`src/pkg/zdw_pkg.sv`:
```
// Purpose: shared constants and types of the zone wiring diagnosis block
// Assumes: 20 MHz system clock, temperatures in whole degrees as signed words
// Notes:   byte offsets are those of the AXI4-Lite register map
package zdw_pkg;
  localparam int unsigned  N_ZONES      = 4;
  localparam int unsigned  ZW           = 2;        // zone index width
  localparam int unsigned  TW           = 12;       // temperature width, signed degrees
  localparam int unsigned  RW           = 7;        // drive ratio width, percent
  localparam int unsigned  WW           = 16;       // window register width
  localparam logic [31:0]  CODE_START   = 32'h0000_0258; // 600
  localparam logic [31:0]  CODE_ACK     = 32'h0000_025a; // 602
  localparam logic signed [TW:0] RISE_DEG = 13'sh005;    // 5 degrees
  localparam logic [RW-1:0] RATIO_FULL  = 7'h64;    // 100 percent
  localparam logic [RW-1:0] RATIO_ZERO  = 7'h00;
  localparam logic signed [TW-1:0] RES_OK        = 12'sh000; // 0
  localparam logic signed [TW-1:0] RES_NORESP    = 12'sh309; // 777
  localparam logic signed [TW-1:0] RES_ZERO_RISE = 12'sh378; // 888
  localparam logic signed [TW-1:0] RES_FAIL      = 12'sh3e7; // 999
  // time base: one tick every 100 ms, window counted in ticks
  localparam int unsigned  CLK_HZ       = 20_000_000;
  localparam int unsigned  TICK_MS      = 100;
  localparam int unsigned  TICK_CYCLES  = CLK_HZ / 1000 * TICK_MS;
  localparam int unsigned  ALT_MS       = 500;      // display alternation half period
  localparam logic [2:0]   ALT_TICKS    = 3'(ALT_MS / TICK_MS);
  localparam logic [WW-1:0] WINDOW_RST  = 16'h012c; // 300 ticks = 30 s
  localparam logic [N_ZONES-1:0] ZONE_ON_RST = 4'hf;
  // register byte offsets
  localparam logic [7:0]   OFF_CODE     = 8'h00;
  localparam logic [7:0]   OFF_WINDOW   = 8'h04;
  localparam logic [7:0]   OFF_ZONE_ON  = 8'h08;
  localparam logic [7:0]   OFF_STATUS   = 8'h0c;
  localparam logic [7:0]   OFF_RESULT0  = 8'h10;
  // status fields
  localparam int unsigned  ST_STATE_LSB = 0;
  localparam int unsigned  ST_ZONE_LSB  = 8;
  localparam int unsigned  ST_ABZ_LSB   = 12;
  localparam int unsigned  ST_PART_LSB  = 16;
  localparam logic [1:0]   RESP_OKAY    = 2'h0;
  localparam logic [1:0]   RESP_SLVERR  = 2'h2;

  typedef enum logic [2:0] {ST_IDLE, ST_PH1, ST_PH2_SETUP, ST_PH2, ST_DONE, ST_ABORT}
    zdw_state_t;
  // what a zone display shows
  typedef enum logic [2:0] {DSP_NORMAL, DSP_BLANK, DSP_GROUP_RUN, DSP_SINGLE_CHECK,
    DSP_RESULT_IND, DSP_ABORT_IND, DSP_NUMBER} zdw_disp_t;
endpackage

```
`src/rtl/zdw_diag.sv`:
```
// Purpose: sensor to heater wiring diagnosis sequencer with AXI4-Lite registers
// Assumes: temperatures, sensor faults and regulator ratios come from same-clock logic
// Notes:
// Function
// - test starts only when software writes the start code 600
// - inactive zones take no part in either phase nor in results
// - programmed window sets the time allowed for a temperature response
// - phase one forces active zones with positive setpoint to zero drive
// - phase one shows group message on participants, others blank
// - rise of five degrees in phase one aborts, display alternates fault
// - abort stays latched until the acknowledge code 602
// - phase one lasts exactly one window, then single checks begin; ticks run free, so it may end up to one tick early
// - phase two drives one zone at full ratio, watches five degree rise
// - zone under single check shows its single check message
// - after all checks displays alternate result indicator and result code
// - result zero when sensor answers its own heater
// - sensor answering another heater reports that channel number
// - reversed sensor reports the channel number negated
// - no rise within the window reports the no-response code
// - sensor failure reports 999, rise at zero drive reports 888
// - test always completes unless phase one sees a rise; here code 602 also ends it in either phase
// - acknowledge code after completion ends test and clears results
//
// Chosen here: the AXI4-Lite interface to the registers and the address map.
`timescale 1ns/10ps
module zdw_diag #(
  parameter int unsigned TICK_CYCLES = zdw_pkg::TICK_CYCLES
) (
  input  wire logic                                        aclk,
  input  wire logic                                        aresetn,
  input  wire logic [7:0]                                  s_axi_awaddr,
  input  wire logic [2:0]                                  s_axi_awprot,
  input  wire logic                                        s_axi_awvalid,
  output logic                                             s_axi_awready,
  input  wire logic [31:0]                                 s_axi_wdata,
  input  wire logic [3:0]                                  s_axi_wstrb,
  input  wire logic                                        s_axi_wvalid,
  output logic                                             s_axi_wready,
  output logic [1:0]                                       s_axi_bresp,
  output logic                                             s_axi_bvalid,
  input  wire logic                                        s_axi_bready,
  input  wire logic [7:0]                                  s_axi_araddr,
  input  wire logic [2:0]                                  s_axi_arprot,
  input  wire logic                                        s_axi_arvalid,
  output logic                                             s_axi_arready,
  output logic [31:0]                                      s_axi_rdata,
  output logic [1:0]                                       s_axi_rresp,
  output logic                                             s_axi_rvalid,
  input  wire logic                                        s_axi_rready,
  input  wire logic [zdw_pkg::N_ZONES*zdw_pkg::TW-1:0]     zone_temp,
  input  wire logic [zdw_pkg::N_ZONES-1:0]                 sensor_fail,
  input  wire logic [zdw_pkg::N_ZONES-1:0]                 setpoint_pos,
  input  wire logic [zdw_pkg::N_ZONES*zdw_pkg::RW-1:0]     reg_ratio,
  output logic [zdw_pkg::N_ZONES*zdw_pkg::RW-1:0]          drive_ratio,
  output logic [zdw_pkg::N_ZONES*3-1:0]                    disp_kind,
  output logic [zdw_pkg::N_ZONES*zdw_pkg::TW-1:0]          disp_num,
  output logic                                             test_busy
);
  localparam int unsigned N  = zdw_pkg::N_ZONES;
  localparam int unsigned TW = zdw_pkg::TW;
  localparam logic [zdw_pkg::ZW-1:0] LAST_ZONE = zdw_pkg::ZW'(N - 1);

  zdw_pkg::zdw_state_t        state_q;
  logic [zdw_pkg::WW-1:0]     window_q;
  logic [N-1:0]               zone_on_q;
  logic [N-1:0]               part_q;
  logic [zdw_pkg::ZW-1:0]     zone_q;
  logic [zdw_pkg::ZW-1:0]     abort_zone_q;
  logic [zdw_pkg::WW-1:0]     win_cnt_q;
  logic [2:0]                 alt_cnt_q;
  logic                       alt_q;
  logic signed [TW-1:0]       base_q [N];
  logic signed [TW-1:0]       conn_q [N];
  logic signed [TW-1:0]       result_q [N];
  logic signed [TW-1:0]       code_w [N];
  logic signed [TW-1:0]       temp_w [N];
  logic [N-1:0]               hit_q;
  logic [N-1:0]               dbl_q;
  logic [N-1:0]               fail_q;
  logic [N-1:0]               rise_w;
  logic [N-1:0]               fall_w;
  logic [N-1:0]               ph1_rise_w;
  logic [zdw_pkg::ZW-1:0]     rise_zone_w;
  logic                       tick;
  logic                       win_done;
  logic [zdw_pkg::ZW-1:0]     next_part_w;
  logic                       next_found_w;
  logic [7:0]                 awaddr_q;
  logic                       aw_full_q;
  logic [31:0]                wdata_q;
  logic [3:0]                 wstrb_q;
  logic                       w_full_q;
  logic                       wr_en;
  logic                       code_start;
  logic                       code_ack;
  logic [31:0]                rdata_d;
  logic                       rd_hit_d;

  zdw_tick #(
    .CYCLES (TICK_CYCLES)
  ) u_tick (
    .aclk    (aclk),
    .aresetn (aresetn),
    .tick    (tick)
  );

  // per zone: unpack, compare against baseline, compute the final code
  for (genvar z = 0; z < N; z++)
  begin : g_zone
    assign temp_w[z] = zone_temp[z*TW +: TW];
    zdw_rise u_rise (
      .temp (temp_w[z]),
      .base (base_q[z]),
      .rise (rise_w[z]),
      .fall (fall_w[z])
    );
    assign ph1_rise_w[z] = zone_on_q[z] & rise_w[z] & ~sensor_fail[z];
    always_comb
    begin
      if (fail_q[z])
        code_w[z] = zdw_pkg::RES_FAIL;
      else if (dbl_q[z])
        code_w[z] = zdw_pkg::RES_ZERO_RISE;
      else if (!hit_q[z])
        code_w[z] = zdw_pkg::RES_NORESP;
      else if (conn_q[z] == TW'(z + 1))
        code_w[z] = zdw_pkg::RES_OK;
      else
        code_w[z] = conn_q[z];
    end
  end

  // lowest zone that rose in phase one, recorded for the fault display
  always_comb
  begin
    rise_zone_w = '0;
    for (int i = N - 1; i >= 0; i--)
      if (ph1_rise_w[i])
        rise_zone_w = zdw_pkg::ZW'(i);
  end

  // next participating zone above the current one, ascending order
  always_comb
  begin
    next_part_w  = '0;
    next_found_w = 1'b0;
    for (int i = N - 1; i >= 0; i--)
      if (part_q[i] && (zdw_pkg::ZW'(i) > zone_q))
      begin
        next_part_w  = zdw_pkg::ZW'(i);
        next_found_w = 1'b1;
      end
  end

  // AXI4-Lite write: address and data taken in either order, then one response
  assign s_axi_awready = !aw_full_q && !s_axi_bvalid;
  assign s_axi_wready  = !w_full_q && !s_axi_bvalid;
  assign wr_en         = aw_full_q && w_full_q && !s_axi_bvalid;
  assign code_start    = wr_en && (awaddr_q == zdw_pkg::OFF_CODE)
                         && (wdata_q == zdw_pkg::CODE_START);
  assign code_ack      = wr_en && (awaddr_q == zdw_pkg::OFF_CODE)
                         && (wdata_q == zdw_pkg::CODE_ACK);

  always_ff @(posedge aclk)
  begin
    if (!aresetn)
    begin
      aw_full_q <= 1'b0;
      w_full_q  <= 1'b0;
      awaddr_q  <= '0;
      wdata_q   <= '0;
      wstrb_q   <= '0;
    end
    else if (wr_en)
    begin
      aw_full_q <= 1'b0;
      w_full_q  <= 1'b0;
    end
    else
    begin
      if (s_axi_awvalid && s_axi_awready)
      begin
        aw_full_q <= 1'b1;
        awaddr_q  <= {s_axi_awaddr[7:2], 2'b00};
      end
      if (s_axi_wvalid && s_axi_wready)
      begin
        w_full_q <= 1'b1;
        wdata_q  <= s_axi_wdata;
        wstrb_q  <= s_axi_wstrb;
      end
    end
  end

  // write response, error on any address above the status register, result registers included
  always_ff @(posedge aclk)
  begin
    if (!aresetn)
    begin
      s_axi_bvalid <= 1'b0;
      s_axi_bresp  <= zdw_pkg::RESP_OKAY;
    end
    else if (wr_en)
    begin
      s_axi_bvalid <= 1'b1;
      s_axi_bresp  <= (awaddr_q <= zdw_pkg::OFF_STATUS) ? zdw_pkg::RESP_OKAY
                                                         : zdw_pkg::RESP_SLVERR;
    end
    else if (s_axi_bready)
      s_axi_bvalid <= 1'b0;
  end

  // configuration writes, honouring byte strobes
  always_ff @(posedge aclk)
  begin
    if (!aresetn)
    begin
      window_q  <= zdw_pkg::WINDOW_RST;
      zone_on_q <= zdw_pkg::ZONE_ON_RST;
    end
    else if (wr_en && (state_q == zdw_pkg::ST_IDLE))  // frozen while a test runs
    begin
      if (awaddr_q == zdw_pkg::OFF_WINDOW)
      begin
        if (wstrb_q[0]) window_q[7:0]  <= wdata_q[7:0];
        if (wstrb_q[1]) window_q[15:8] <= wdata_q[15:8];
      end
      if ((awaddr_q == zdw_pkg::OFF_ZONE_ON) && wstrb_q[0])
        zone_on_q <= wdata_q[N-1:0];
    end
  end

  // read data mux
  always_comb
  begin
    rdata_d  = '0;
    rd_hit_d = 1'b1;
    case (s_axi_araddr[7:2])
      zdw_pkg::OFF_CODE[7:2]:    rdata_d = '0;
      zdw_pkg::OFF_WINDOW[7:2]:  rdata_d[zdw_pkg::WW-1:0] = window_q;
      zdw_pkg::OFF_ZONE_ON[7:2]: rdata_d[N-1:0] = zone_on_q;
      zdw_pkg::OFF_STATUS[7:2]:
      begin
        rdata_d[zdw_pkg::ST_STATE_LSB +: 3]        = state_q;
        rdata_d[zdw_pkg::ST_ZONE_LSB +: zdw_pkg::ZW] = zone_q;
        rdata_d[zdw_pkg::ST_ABZ_LSB +: zdw_pkg::ZW]  = abort_zone_q;
        rdata_d[zdw_pkg::ST_PART_LSB +: N]           = part_q;
      end
      default:
      begin
        rd_hit_d = 1'b0;
        for (int i = 0; i < N; i++)
          if (s_axi_araddr[7:2] == 6'(zdw_pkg::OFF_RESULT0[7:2] + i))
          begin
            rdata_d  = {{(32 - TW){result_q[i][TW-1]}}, result_q[i]};
            rd_hit_d = 1'b1;
          end
      end
    endcase
  end

  // AXI4-Lite read: one beat, answered the cycle after the address is taken
  assign s_axi_arready = !s_axi_rvalid;

  always_ff @(posedge aclk)
  begin
    if (!aresetn)
    begin
      s_axi_rvalid <= 1'b0;
      s_axi_rdata  <= '0;
      s_axi_rresp  <= zdw_pkg::RESP_OKAY;
    end
    else if (s_axi_arvalid && s_axi_arready)
    begin
      s_axi_rvalid <= 1'b1;
      s_axi_rdata  <= rdata_d;
      s_axi_rresp  <= rd_hit_d ? zdw_pkg::RESP_OKAY : zdw_pkg::RESP_SLVERR;
    end
    else if (s_axi_rready)
      s_axi_rvalid <= 1'b0;
  end

  // window timer, counts ticks from the start of each phase or zone check
  assign win_done = tick && ((win_cnt_q + 1'b1) >= window_q);

  always_ff @(posedge aclk)
  begin
    if (!aresetn)
      win_cnt_q <= '0;
    else if ((state_q != zdw_pkg::ST_PH1) && (state_q != zdw_pkg::ST_PH2))
      win_cnt_q <= '0;
    else if (win_done)
      win_cnt_q <= '0;
    else if (tick)
      win_cnt_q <= win_cnt_q + 1'b1;
  end

  // sequencer
  always_ff @(posedge aclk)
  begin
    if (!aresetn)
    begin
      state_q      <= zdw_pkg::ST_IDLE;
      part_q       <= '0;
      zone_q       <= '0;
      abort_zone_q <= '0;
    end
    else
    begin
      unique case (state_q)
        zdw_pkg::ST_IDLE:
          if (code_start)
          begin
            state_q <= zdw_pkg::ST_PH1;
            part_q  <= zone_on_q & setpoint_pos;
            zone_q  <= '0;
          end
        zdw_pkg::ST_PH1:
          if (code_ack)
            state_q <= zdw_pkg::ST_IDLE;
          else if (|ph1_rise_w)
          begin
            state_q      <= zdw_pkg::ST_ABORT;
            abort_zone_q <= rise_zone_w;
          end
          else if (win_done)
          begin
            state_q <= zdw_pkg::ST_PH2_SETUP;
            zone_q  <= '0;
            if (!part_q[0])
            begin
              zone_q <= next_part_w;
              if (!next_found_w)
                state_q <= zdw_pkg::ST_DONE;
            end
          end
        zdw_pkg::ST_PH2_SETUP:
          state_q <= code_ack ? zdw_pkg::ST_IDLE : zdw_pkg::ST_PH2;
        zdw_pkg::ST_PH2:
          if (code_ack)
            state_q <= zdw_pkg::ST_IDLE;
          else if (win_done)
          begin
            if (next_found_w && (zone_q != LAST_ZONE))
            begin
              zone_q  <= next_part_w;
              state_q <= zdw_pkg::ST_PH2_SETUP;
            end
            else
              state_q <= zdw_pkg::ST_DONE;
          end
        zdw_pkg::ST_DONE,
        zdw_pkg::ST_ABORT:
          if (code_ack)
          begin
            state_q <= zdw_pkg::ST_IDLE;
            part_q  <= '0;
            zone_q  <= '0;
          end
      endcase
    end
  end

  // baselines taken at phase one start and at each single check start
  always_ff @(posedge aclk)
  begin
    if (!aresetn)
      for (int i = 0; i < N; i++)
        base_q[i] <= '0;
    else if (code_start || (state_q == zdw_pkg::ST_PH2_SETUP))
      for (int i = 0; i < N; i++)
        base_q[i] <= temp_w[i];
  end

  // attribution of each sensor to the heater that moved it
  always_ff @(posedge aclk)
  begin
    if (!aresetn || code_start || code_ack)
    begin
      hit_q  <= '0;
      dbl_q  <= '0;
      fail_q <= '0;
      for (int i = 0; i < N; i++)
        conn_q[i] <= '0;
    end
    else if ((state_q == zdw_pkg::ST_PH1) || (state_q == zdw_pkg::ST_PH2))
    begin
      fail_q <= fail_q | (part_q & sensor_fail);
      if (state_q == zdw_pkg::ST_PH2)
        for (int i = 0; i < N; i++)
          if (part_q[i] && (rise_w[i] || fall_w[i]))
          begin
            if (hit_q[i] && (conn_q[i] != TW'(zone_q) + 1'b1)
                && (conn_q[i] != -(TW'(zone_q) + 1'b1)))
              dbl_q[i] <= 1'b1;
            else if (!hit_q[i])
            begin
              hit_q[i]  <= 1'b1;
              conn_q[i] <= rise_w[i] ? TW'(zone_q) + 1'b1
                                     : -(TW'(zone_q) + 1'b1);
            end
          end
    end
  end

  // final codes frozen at completion, cleared by the acknowledge
  always_ff @(posedge aclk)
  begin
    if (!aresetn || code_ack || code_start)
      for (int i = 0; i < N; i++)
        result_q[i] <= zdw_pkg::RES_OK;
    else if ((state_q == zdw_pkg::ST_PH2) && (state_q != zdw_pkg::ST_DONE) && win_done
             && !(next_found_w && (zone_q != LAST_ZONE)))
      for (int i = 0; i < N; i++)
        result_q[i] <= part_q[i] ? code_w[i] : zdw_pkg::RES_OK;
  end

  // display alternation every half second
  always_ff @(posedge aclk)
  begin
    if (!aresetn)
    begin
      alt_cnt_q <= '0;
      alt_q     <= 1'b0;
    end
    else if (tick)
    begin
      if (alt_cnt_q + 1'b1 >= zdw_pkg::ALT_TICKS)
      begin
        alt_cnt_q <= '0;
        alt_q     <= ~alt_q;
      end
      else
        alt_cnt_q <= alt_cnt_q + 1'b1;
    end
  end

  // registered drive ratios and zone displays
  always_ff @(posedge aclk)
  begin
    if (!aresetn)
    begin
      drive_ratio <= '0;
      disp_kind   <= '0;
      disp_num    <= '0;
      test_busy   <= 1'b0;
    end
    else
    begin
      test_busy <= (state_q != zdw_pkg::ST_IDLE);
      for (int i = 0; i < N; i++)
      begin
        drive_ratio[i*zdw_pkg::RW +: zdw_pkg::RW] <= reg_ratio[i*zdw_pkg::RW +: zdw_pkg::RW];
        disp_kind[i*3 +: 3] <= zdw_pkg::DSP_NORMAL;
        disp_num[i*TW +: TW] <= result_q[i];
        if (state_q != zdw_pkg::ST_IDLE)
        begin
          if (part_q[i])
            drive_ratio[i*zdw_pkg::RW +: zdw_pkg::RW] <= zdw_pkg::RATIO_ZERO;
          if (!part_q[i])
            disp_kind[i*3 +: 3] <= zdw_pkg::DSP_BLANK;
          else if (state_q == zdw_pkg::ST_PH1)
            disp_kind[i*3 +: 3] <= zdw_pkg::DSP_GROUP_RUN;
          else if (state_q == zdw_pkg::ST_DONE)
            disp_kind[i*3 +: 3] <= alt_q ? zdw_pkg::DSP_NUMBER
                                         : zdw_pkg::DSP_RESULT_IND;
          else if (state_q == zdw_pkg::ST_ABORT)
            disp_kind[i*3 +: 3] <= zdw_pkg::DSP_BLANK;
          else if (zone_q == zdw_pkg::ZW'(i))
          begin
            disp_kind[i*3 +: 3] <= zdw_pkg::DSP_SINGLE_CHECK;
            drive_ratio[i*zdw_pkg::RW +: zdw_pkg::RW] <= zdw_pkg::RATIO_FULL;
          end
          else
            disp_kind[i*3 +: 3] <= zdw_pkg::DSP_BLANK;
          if ((state_q == zdw_pkg::ST_ABORT) && (abort_zone_q == zdw_pkg::ZW'(i)))
            disp_kind[i*3 +: 3] <= alt_q ? zdw_pkg::DSP_ABORT_IND
                                         : zdw_pkg::DSP_RESULT_IND;
        end
      end
    end
  end
endmodule // zdw_diag

```
`src/rtl/zdw_rise.sv`:
```
// Purpose: compares one sensor against its captured baseline
// Assumes: temperatures are signed degrees on the same clock
// Notes:   purely combinational, one per zone
`timescale 1ns/10ps
module zdw_rise (
  input  wire logic signed [zdw_pkg::TW-1:0] temp,
  input  wire logic signed [zdw_pkg::TW-1:0] base,
  output logic                               rise,
  output logic                               fall
);
  logic signed [zdw_pkg::TW:0] diff;

  // one extra bit keeps the difference from wrapping
  assign diff = {temp[zdw_pkg::TW-1], temp} - {base[zdw_pkg::TW-1], base};
  assign rise = (diff >= zdw_pkg::RISE_DEG);
  assign fall = (diff <= -zdw_pkg::RISE_DEG);
endmodule // zdw_rise

```
`src/rtl/zdw_tick.sv`:
```
// Purpose: divider giving a one-cycle enable pulse every CYCLES clocks
// Assumes: CYCLES of at least two
// Notes:   counter restarts on reset only
`timescale 1ns/10ps
module zdw_tick #(
  parameter int unsigned CYCLES = zdw_pkg::TICK_CYCLES
) (
  input  wire logic aclk,
  input  wire logic aresetn,
  output logic      tick
);
  localparam int unsigned CW = $clog2(CYCLES);
  localparam logic [CW-1:0] LAST = CW'(CYCLES - 1);
  logic [CW-1:0] cnt_q;

  // free running count, pulse on the last value
  always_ff @(posedge aclk)
  begin
    if (!aresetn)
      cnt_q <= '0;
    else if (cnt_q == LAST)
      cnt_q <= '0;
    else
      cnt_q <= cnt_q + 1'b1;
  end

  assign tick = (cnt_q == LAST);
endmodule // zdw_tick

```
`config.mk`:
```
export PLATFORM = sky130hd
export DESIGN_NAME = zdw_diag
export DESIGN_NICKNAME = d
export VERILOG_FILES = /design/src/pkg/zdw_pkg.sv /design/src/rtl/zdw_diag.sv /design/src/rtl/zdw_rise.sv /design/src/rtl/zdw_tick.sv
export SDC_FILE = /design/constraint.sdc
export NUM_CORES = 1
export LEC_CHECK = 0
export BUFFER_PORTS_ARGS = -buffer_cell sky130_fd_sc_hd__buf_2
export CORE_UTILIZATION = 45
export DETAILED_ROUTE_END_ITERATION = 12
export PLACE_DENSITY_LB_ADDON = 0.1
export RECOVER_POWER = 100
export SYNTH_ARGS = -nofsm -noshare
export SYNTH_HDL_FRONTEND = slang
export SYNTH_SLANG_ARGS = --single-unit
```
`constraint.sdc`:
```
create_clock -name aclk -period 4.7 [get_ports aclk]
set_input_delay 0.235 -clock aclk [delete_from_list [all_inputs] [get_ports aclk]]
set_output_delay 0.235 -clock aclk [all_outputs]
set_load 0.02 [all_outputs]
```
==> metrics.txt, run 1 <==
TritonCTS clock tree done; Slew @ Worst Pin 4.31 ns; Crit Path Max Fanout 8; FILL cells 3589; FMAX 0.236 GHz; via count between 15000 and 20000; clock insertion delay at the later pin of the skew report ~0.56 ns; Crit path arrival time about 4.5 ns; GP Congestion 0.857; Post-DP HPWL 34.9 mm; Post-CTS Resized 0; Mapped Cells 1954; Pwr Density 338 nW/µm²; Synth area leaders dfxtp_1 27%, edfxtp_1 20%, ha_1 5.1%; outcome finished with violations; Worst Hold Class in2reg; Synth Flop Type dfxtp_1; Routed wire per std cell around 17 µm; Buf+Inv Stages, Crit Path 2; library cells used by synthesis 84; DRC 0; Final min period 4.23 ns; Leakage Power 8.51 nW; Finished Core Util 0.556; initial antenna violation count 2; Die Y 201 µm; clock root buffer clkbuf_16; CTS buffer count 39; first-pass GRT wire length 76.5 mm; Crit path max-delay family compound AO/OA/AOI/OAI gates; register area share after synthesis 0.465; maxcap violations 1; top cell type's share of synthesized area 0.270; vias in the first global route 14400; initial core utilization 0.459; number of flops mapped to enable cells by yosys 116; port buffer count 264; final setup TNS 0 ns; clock skew between 0.02 and 0.03 ns; crit-path max cell delay 0.60 ns; Initial DRC Count roughly 980; unrepaired setup endpoints after global routing no; Syn Area/Cell 9.12 µm²; Vias/cell ~5.3; Ys Warns 0; type of origin of the critical path flip-flop; Synth area leader dfxtp_1; Setup CP Type reg2reg; Post-Synthesis Cell Area approximately 18000 µm²; Pwr Total between 0.007 and 0.008 W; GRT Overall Usage 0.237; clock slew at reported path FFs 0.06 ns; DRT antenna net count 0; final setup violating endpoints 0; fin nets 2515; drt total wl slightly below 50 mm; largest net degree at the start of global routing slightly above 90; worst path cell trace ha_1 > inv_1 > fa_1 > a21o_1 > a221oi_1 > xnor2_1 > nor4_1 > nand4_1 > o41ai_4 > clkbuf_1 > o21ai_0 > nand3_1 > nor3_1 > and3_1; Worst EP required 4.99 ns; Async SR Flop Fraction 0; fin. max-slew vios 93; grt total ovfl 0; CORE AREA between 30000 and 40000 µm²; peak supply drop approximately 0.00025 V; CTS Sinks approximately 360; Final period util 0.901; CTS Hold Bufs 114; ratio of cells with drive above 1 in the final layout 0.0937; Final Hold Fails 0; Ports 279; failing checks max-capacitance violations, max-slew violations; DR pass1 iterations 6; Setup Buffers After CTS 0; critical path endpoint category flip-flop; H-tree Lvls 2; Die X 201 µm; Worst slew margin -1.87; Yosys reg bits ~360; CTS max path bufs 3; Die ar. 40400 µm²; row cnt between 70 and 80; cell at the slowest stage of the critical path a221oi_1; Area Growth Syn to Fin 21.2%
-- cells by family after synthesis --
| family | Yosys count | synth area share |
|---|---|---|
| fa+ha+maj | 77 | 0.0558 |
| buf+inv | 209 | 0.0468 |
| flops | 356 | 0.465 |
| xor+xnor | 95 | 0.0467 |
| other cells | 1 | 0.000210 |
| mux | 39 | 0.0283 |
| simple gates | 780 | 0.214 |
| compound gates | 397 | 0.143 |
-- synthesized netlist by cell type, types with 5 or more instances --
library cell	count
nor2b_1	24
mux2i_1	29
buf_4	13
nor3_1	51
a221oi_1	11
nand2_1	204
clkbuf_1	83
o211ai_1	14
and2_1	101
a31oi_1	18
a21oi_1	173
nor4_1	26
or3_1	14
edfxtp_1	116
xor2_1	42
o21ai_1	9
nand3_1	46
mux4_2	9
nand4b_1	5
nand2b_1	24
o31ai_1	9
and3_1	34
nor2_1	199
o21a_1	15
ha_1	73
xnor2_1	53
a21o_1	16
dfxtp_1	240
o21ai_0	46
nor4b_1	7
o41ai_1	5
inv_1	109
nand4_1	24
a211oi_1	21
-- worst paths after layout --
path	start	endpoint	slack (ns)	depth (start not counted)
setup / recovery	base_q[2][0]	conn_q[2][9]	0.47	14
hold reg to reg	wdata_q[30]	wdata_q[30]	0.46	2
hold / removal	zone_temp[14]	base_q[1][2]	0.03	2
setup reg to reg	base_q[2][0]	conn_q[2][9]	0.47	14
-- worst register-to-register path, delay by kind of cell (launching register included) --
kind	cells	cell delay, ns
compound gates	4	1.38
xor+xnor	1	0.19
fa+ha+maj	2	0.54
buf+inv	2	0.46
flops	1	0.32
simple gates	5	1.10
-- placed cells by master, fill, tap and decap left out, types with 26 or more instances in the layout --
cell type and count:
nand3_1 46, and2_0 41, clkbuf_16 40, edfxtp_1 116
nor2_1 199, nor3_1 52, xnor2_1 53, nand2_1 203
and3_1 34, dfxtp_1 240, and2_1 60, o21ai_0 49
a21oi_1 173, mux2i_1 29, inv_1 108, ha_1 73
nor4_1 26, dlygate4sd3_1 114, clkbuf_1 147, xor2_1 42
buf_2 134
-- routing by layer --
metal  track usage  up-vias  wire [µm]
met1         0.320     7034      22400
li1              -     7522          -
met4        0.0837        2       1350
met3        0.0381       89       3040
met2         0.383      487      21900
met5             0        -         13
-- stage by stage --
| stage | cells | hold WS, ns | area (µm²) | setup slack, ns |
|---|---|---|---|---|
| 2_1_floorplan | 1955 | 0.335 | 17800 | 0.582 |
| 3_3_place_gp | 2652 | 0.427 | 19500 | 0.626 |
| 3_5_place_dp | 2652 | 0.426 | 19500 | 0.634 |
| 4_1_cts | 2834 | 0.000509 | 21900 | 0.595 |
| 5_1_grt | 2835 | 0.0242 | 21600 | 0.141 |
| 6_report | 2835 | 0.0348 | 21600 | 0.466 |
-- where the power goes --
group | internal, W | total, W | switching, W
Sequential | 0.00330 | 0.00339 | 0.0000884
Clock | 0.00168 | 0.00292 | 0.00124
Combinational | 0.000396 | 0.000991 | 0.000594
Total | 0.00538 | 0.00730 | 0.00192
-- sequential cells by signal, indices dropped and copies added, names as in the netlist, 3 cells and up --
name / count
zone_on_q: 4
hit_q: 4
result_q: 48
disp_kind: 12
base_q: 48
win_cnt_q: 16
window_q: 16
awaddr_q: 6
dbl_q: 4
disp_num: 48
conn_q: 20
wdata_q: 32
part_q: 4
s_axi_rdata: 21
state_q: 3
u_tick.cnt_q: 21
alt_cnt_q: 3
drive_ratio: 28
fail_q: 4
-- final cells by class --
cell class | instances | area, µm² | area share
sequential | 356 | 8290 | 0.384
clock inverter | 8 | 48.8 | 0.00226
timing repair buffer | 393 | 2400 | 0.111
inverter | 109 | 410 | 0.0190
antenna | 1 | 2.50 | 0.000116
clock buffer | 60 | 1150 | 0.0532
multi-input combinational | 1390 | 8650 | 0.401
tap | 518 | 648 | 0.0300
No activity file was read; power rests on OpenSTA's default activity.
==> inputs of run 2 (changes only) <==
Settings changed: SYNTH_HIERARCHICAL from default to 1.
==> metrics.txt, run 2 <==
CORE AREA 39600 µm² (+2.1%); TritonCTS clock tree done; clock skew 0.0154 ns (-0.0146 ns); Most common cell on crit path nor2_1; Die X 202 µm (+0.66%); ratio of cells with drive above 1 in the final layout 0.108 (+0.0145); via count 15200 (+0.28%); final setup margin 0.591 ns (+0.125 ns); failing checks max-capacitance violations, max-slew violations; switching share of total power 0.254 (-0.00885); Setup Buffers After CTS 0 (unchanged); Ports 279 (unchanged); register area share after synthesis 0.459 (-0.00619); worst path cell trace ha_1 > nand4_4 > or4_4 > nor4_1 > clkbuf_1 > nor2_1 > a21oi_1 > or2_1 > nor2_1; Switching Power 0.00192 W (about the same); Initial DRC Count 907 (-7.3%); Die Y 202 µm (+0.66%); Comb power frac 0.118 (-0.018); cell at the slowest stage of the critical path clkbuf_1; DR pass1 iterations 5 (-1); type of origin of the critical path flip-flop; Area Growth Syn to Fin 21.9%; Final period util 0.874 (-0.0265); grt total ovfl 0 (unchanged); crit-path max cell delay 0.92 ns (+0.32 ns); drt total wl 48.9 mm (+0.40%); top cell type's share of synthesized area 0.266 (-0.00359); H-tree Lvls 2 (unchanged); Routed wire per std cell 17.3 µm (+0.61%); sequential share of power 0.447 (-0.017); Synth Flop Type dfxtp_1; Die ar. 40900 µm² (+1.3%); Synth area leader dfxtp_1; CTS max path bufs 3 (unchanged); outcome finished with violations; Worst Hold Class in2reg; initial core utilization 0.456 (-0.00336); maxcap violations 4 (+3); Int Pwr 0.00563 W (+4.6%); most frequent cells in the layout 240 x dfxtp_1, 189 x nand2_1, 178 x a21oi_1; Worst EP required 5.14 ns (+0.15 ns); critical path endpoint category flip-flop; final setup TNS 0 ns (unchanged); GP Congestion 0.897 (+4.6%); Vias/cell 5.36 (+0.49%); Final Hold Fails 0 (unchanged); clock slew at reported path FFs 0.06 ns (about the same); pre-CTS setup slack 0.725 ns (+0.0910 ns); FILL cells 3682 (+2.6%); clock power share 0.435 (+0.035); unrepaired setup endpoints after global routing no; most frequent cells after synthesis 240 x dfxtp_1, 189 x nand2_1, 175 x a21oi_1; final setup violating endpoints 0 (unchanged); count leader, synth dfxtp_1; largest net degree at the start of global routing 96 (+3.2%); peak supply drop 0.000276 V (+8.4%); Worst slew margin -0.748 (+1.12); Post-Synthesis Cell Area 18100 µm² (+1.3%); most common cell after layout, fill and taps aside dfxtp_1; clock root buffer clkbuf_16; fin. max-slew vios 254 (+170%); Synth area leaders dfxtp_1 27%, edfxtp_1 19%, ha_1 5.1%; port buffer count 264 (unchanged); Async SR Flop Fraction 0 (unchanged); library cells used by synthesis 77 (-8.3%); FMAX 0.243 GHz (+3.0%); Yosys reg bits 356 (unchanged); initial antenna violation count 4 (+2); Leakage Power 8.50 nW (-0.13%); clock insertion delay at the later pin of the skew report 0.58 ns (+0.02 ns); row cnt 73 (+1.4%); Final min period 4.11 ns (-0.125 ns); Crit path arrival time 4.55 ns (+0.02 ns); GRT Overall Usage 0.237 (+0.000481); Post-DP HPWL 35.0 mm (+0.48%); Slew @ Worst Pin 2.62 ns (-1.69 ns); Pwr Total 0.00755 W (+3.4%); Ys Warns 6 (+6); biggest regs base_q (48), disp_num (48), result_q (48); first-pass GRT wire length 77.3 mm (+1.0%); Mapped Cells 1939 (-0.77%); CTS Sinks 356 (unchanged); Syn Area/Cell 9.31 µm² (+2.1%); vias in the first global route 14700 (+1.9%); DRT antenna net count 0 (unchanged); fin nets 2495 (-0.80%); DRC 0 (unchanged); CTS buffer count 41 (+5.1%); number of flops mapped to enable cells by yosys 116 (unchanged); Setup CP Type reg2reg; Pwr Density 343 nW/µm² (+1.5%); Crit Path Max Fanout 23 (+15)
[run 2: per-layer routing]
| metal | GRT usage | share of wire | vias to the layer above |
|---|---|---|---|
| li1 | - | - | 7496 |
| met2 | 0.383 | 0.45 | 514 |
| met3 | 0.0556 | 0.071 | 97 |
| met4 | 0.0832 | 0.029 | 4 |
| met5 | 0 | 0.00047 | - |
| met1 | 0.310 | 0.45 | 7065 |
[run 2: path summary, 6_finish.rpt]
check | start | endpoint | slack, ns | depth (start not counted)
worst min register to register | wdata_q[18] | wdata_q[18] | 0.45 | 2
worst min-delay path | zone_temp[25] | base_q[2][1] | 0.03 | 2
worst max-delay path | u_tick/cnt_q[0] | win_cnt_q[10] | 0.59 | 9
worst max register to register | u_tick/cnt_q[0] | win_cnt_q[10] | 0.59 | 9
[run 2: area by class of cell]
cell class | count | area [µm²] | area share
Sequential cell | 356 | 8290 | 0.377
Clock buffer | 66 | 1330 | 0.0604
Timing Repair Buffer | 401 | 2490 | 0.113
Antenna cell | 2 | 5.00 | 0.000227
Clock inverter | 10 | 104 | 0.00472
Multi-Input combinational cell | 1356 | 8710 | 0.396
Tap cell | 525 | 657 | 0.0298
Inverter | 113 | 424 | 0.0193
[run 2: power groups by stage]
stage | Combinational, W | Clock (W) | Sequential, W
5_1_grt | 0.000976 | 0.00350 | 0.00338
6_report | 0.000888 | 0.00329 | 0.00337
3_5_place_dp | 0.000819 | 0 | 0.00343
4_1_cts | 0.000905 | 0.00337 | 0.00337
2_1_floorplan | 0.000521 | 0 | 0.00347
3_3_place_gp | 0.000811 | 0 | 0.00343
[run 2: what timing repair did]
item,CTS,global route
resized for setup,0,0
endpoints found under the hold margin,124,0
hold buffers,125,0
[run 2: kinds of logic (layout without fill, tap and decap cells)]
logic type                 Yosys count  in the layout  synth area share
and+or+nand+nor                    737            737             0.213
other                                1              4          0.000208
muxes                               32             32            0.0263
DFF                                356            356             0.459
AOI/OAI and AO/OA                  409            409             0.145
adders and majority gates           77             77            0.0550
buffers and inverters              228            590            0.0542
xor gates and xnor gates            99             99            0.0480
[run 2: critical path: cells and delay by family (launching register included)]
kind / cells / cell delay [ns]
flops: 1 / 0.38
buf+inv: 1 / 0.92
compound gates: 1 / 0.43
fa+ha+maj: 1 / 0.28
simple gates: 6 / 1.96
[run 2: through the flow]
step | instances | hold WS (ns) | instance area [µm²] | util
2_1_floorplan | 1940 | 0.335 | 18100 | -
3_3_place_gp | 2626 | 0.439 | 19600 | 0.495
3_5_place_dp | 2626 | 0.439 | 19600 | 0.495
4_1_cts | 2827 | 0.00133 | 22300 | 0.562
5_1_grt | 2828 | 0.00727 | 22000 | 0.555
6_report | 2829 | 0.0324 | 22000 | 0.555
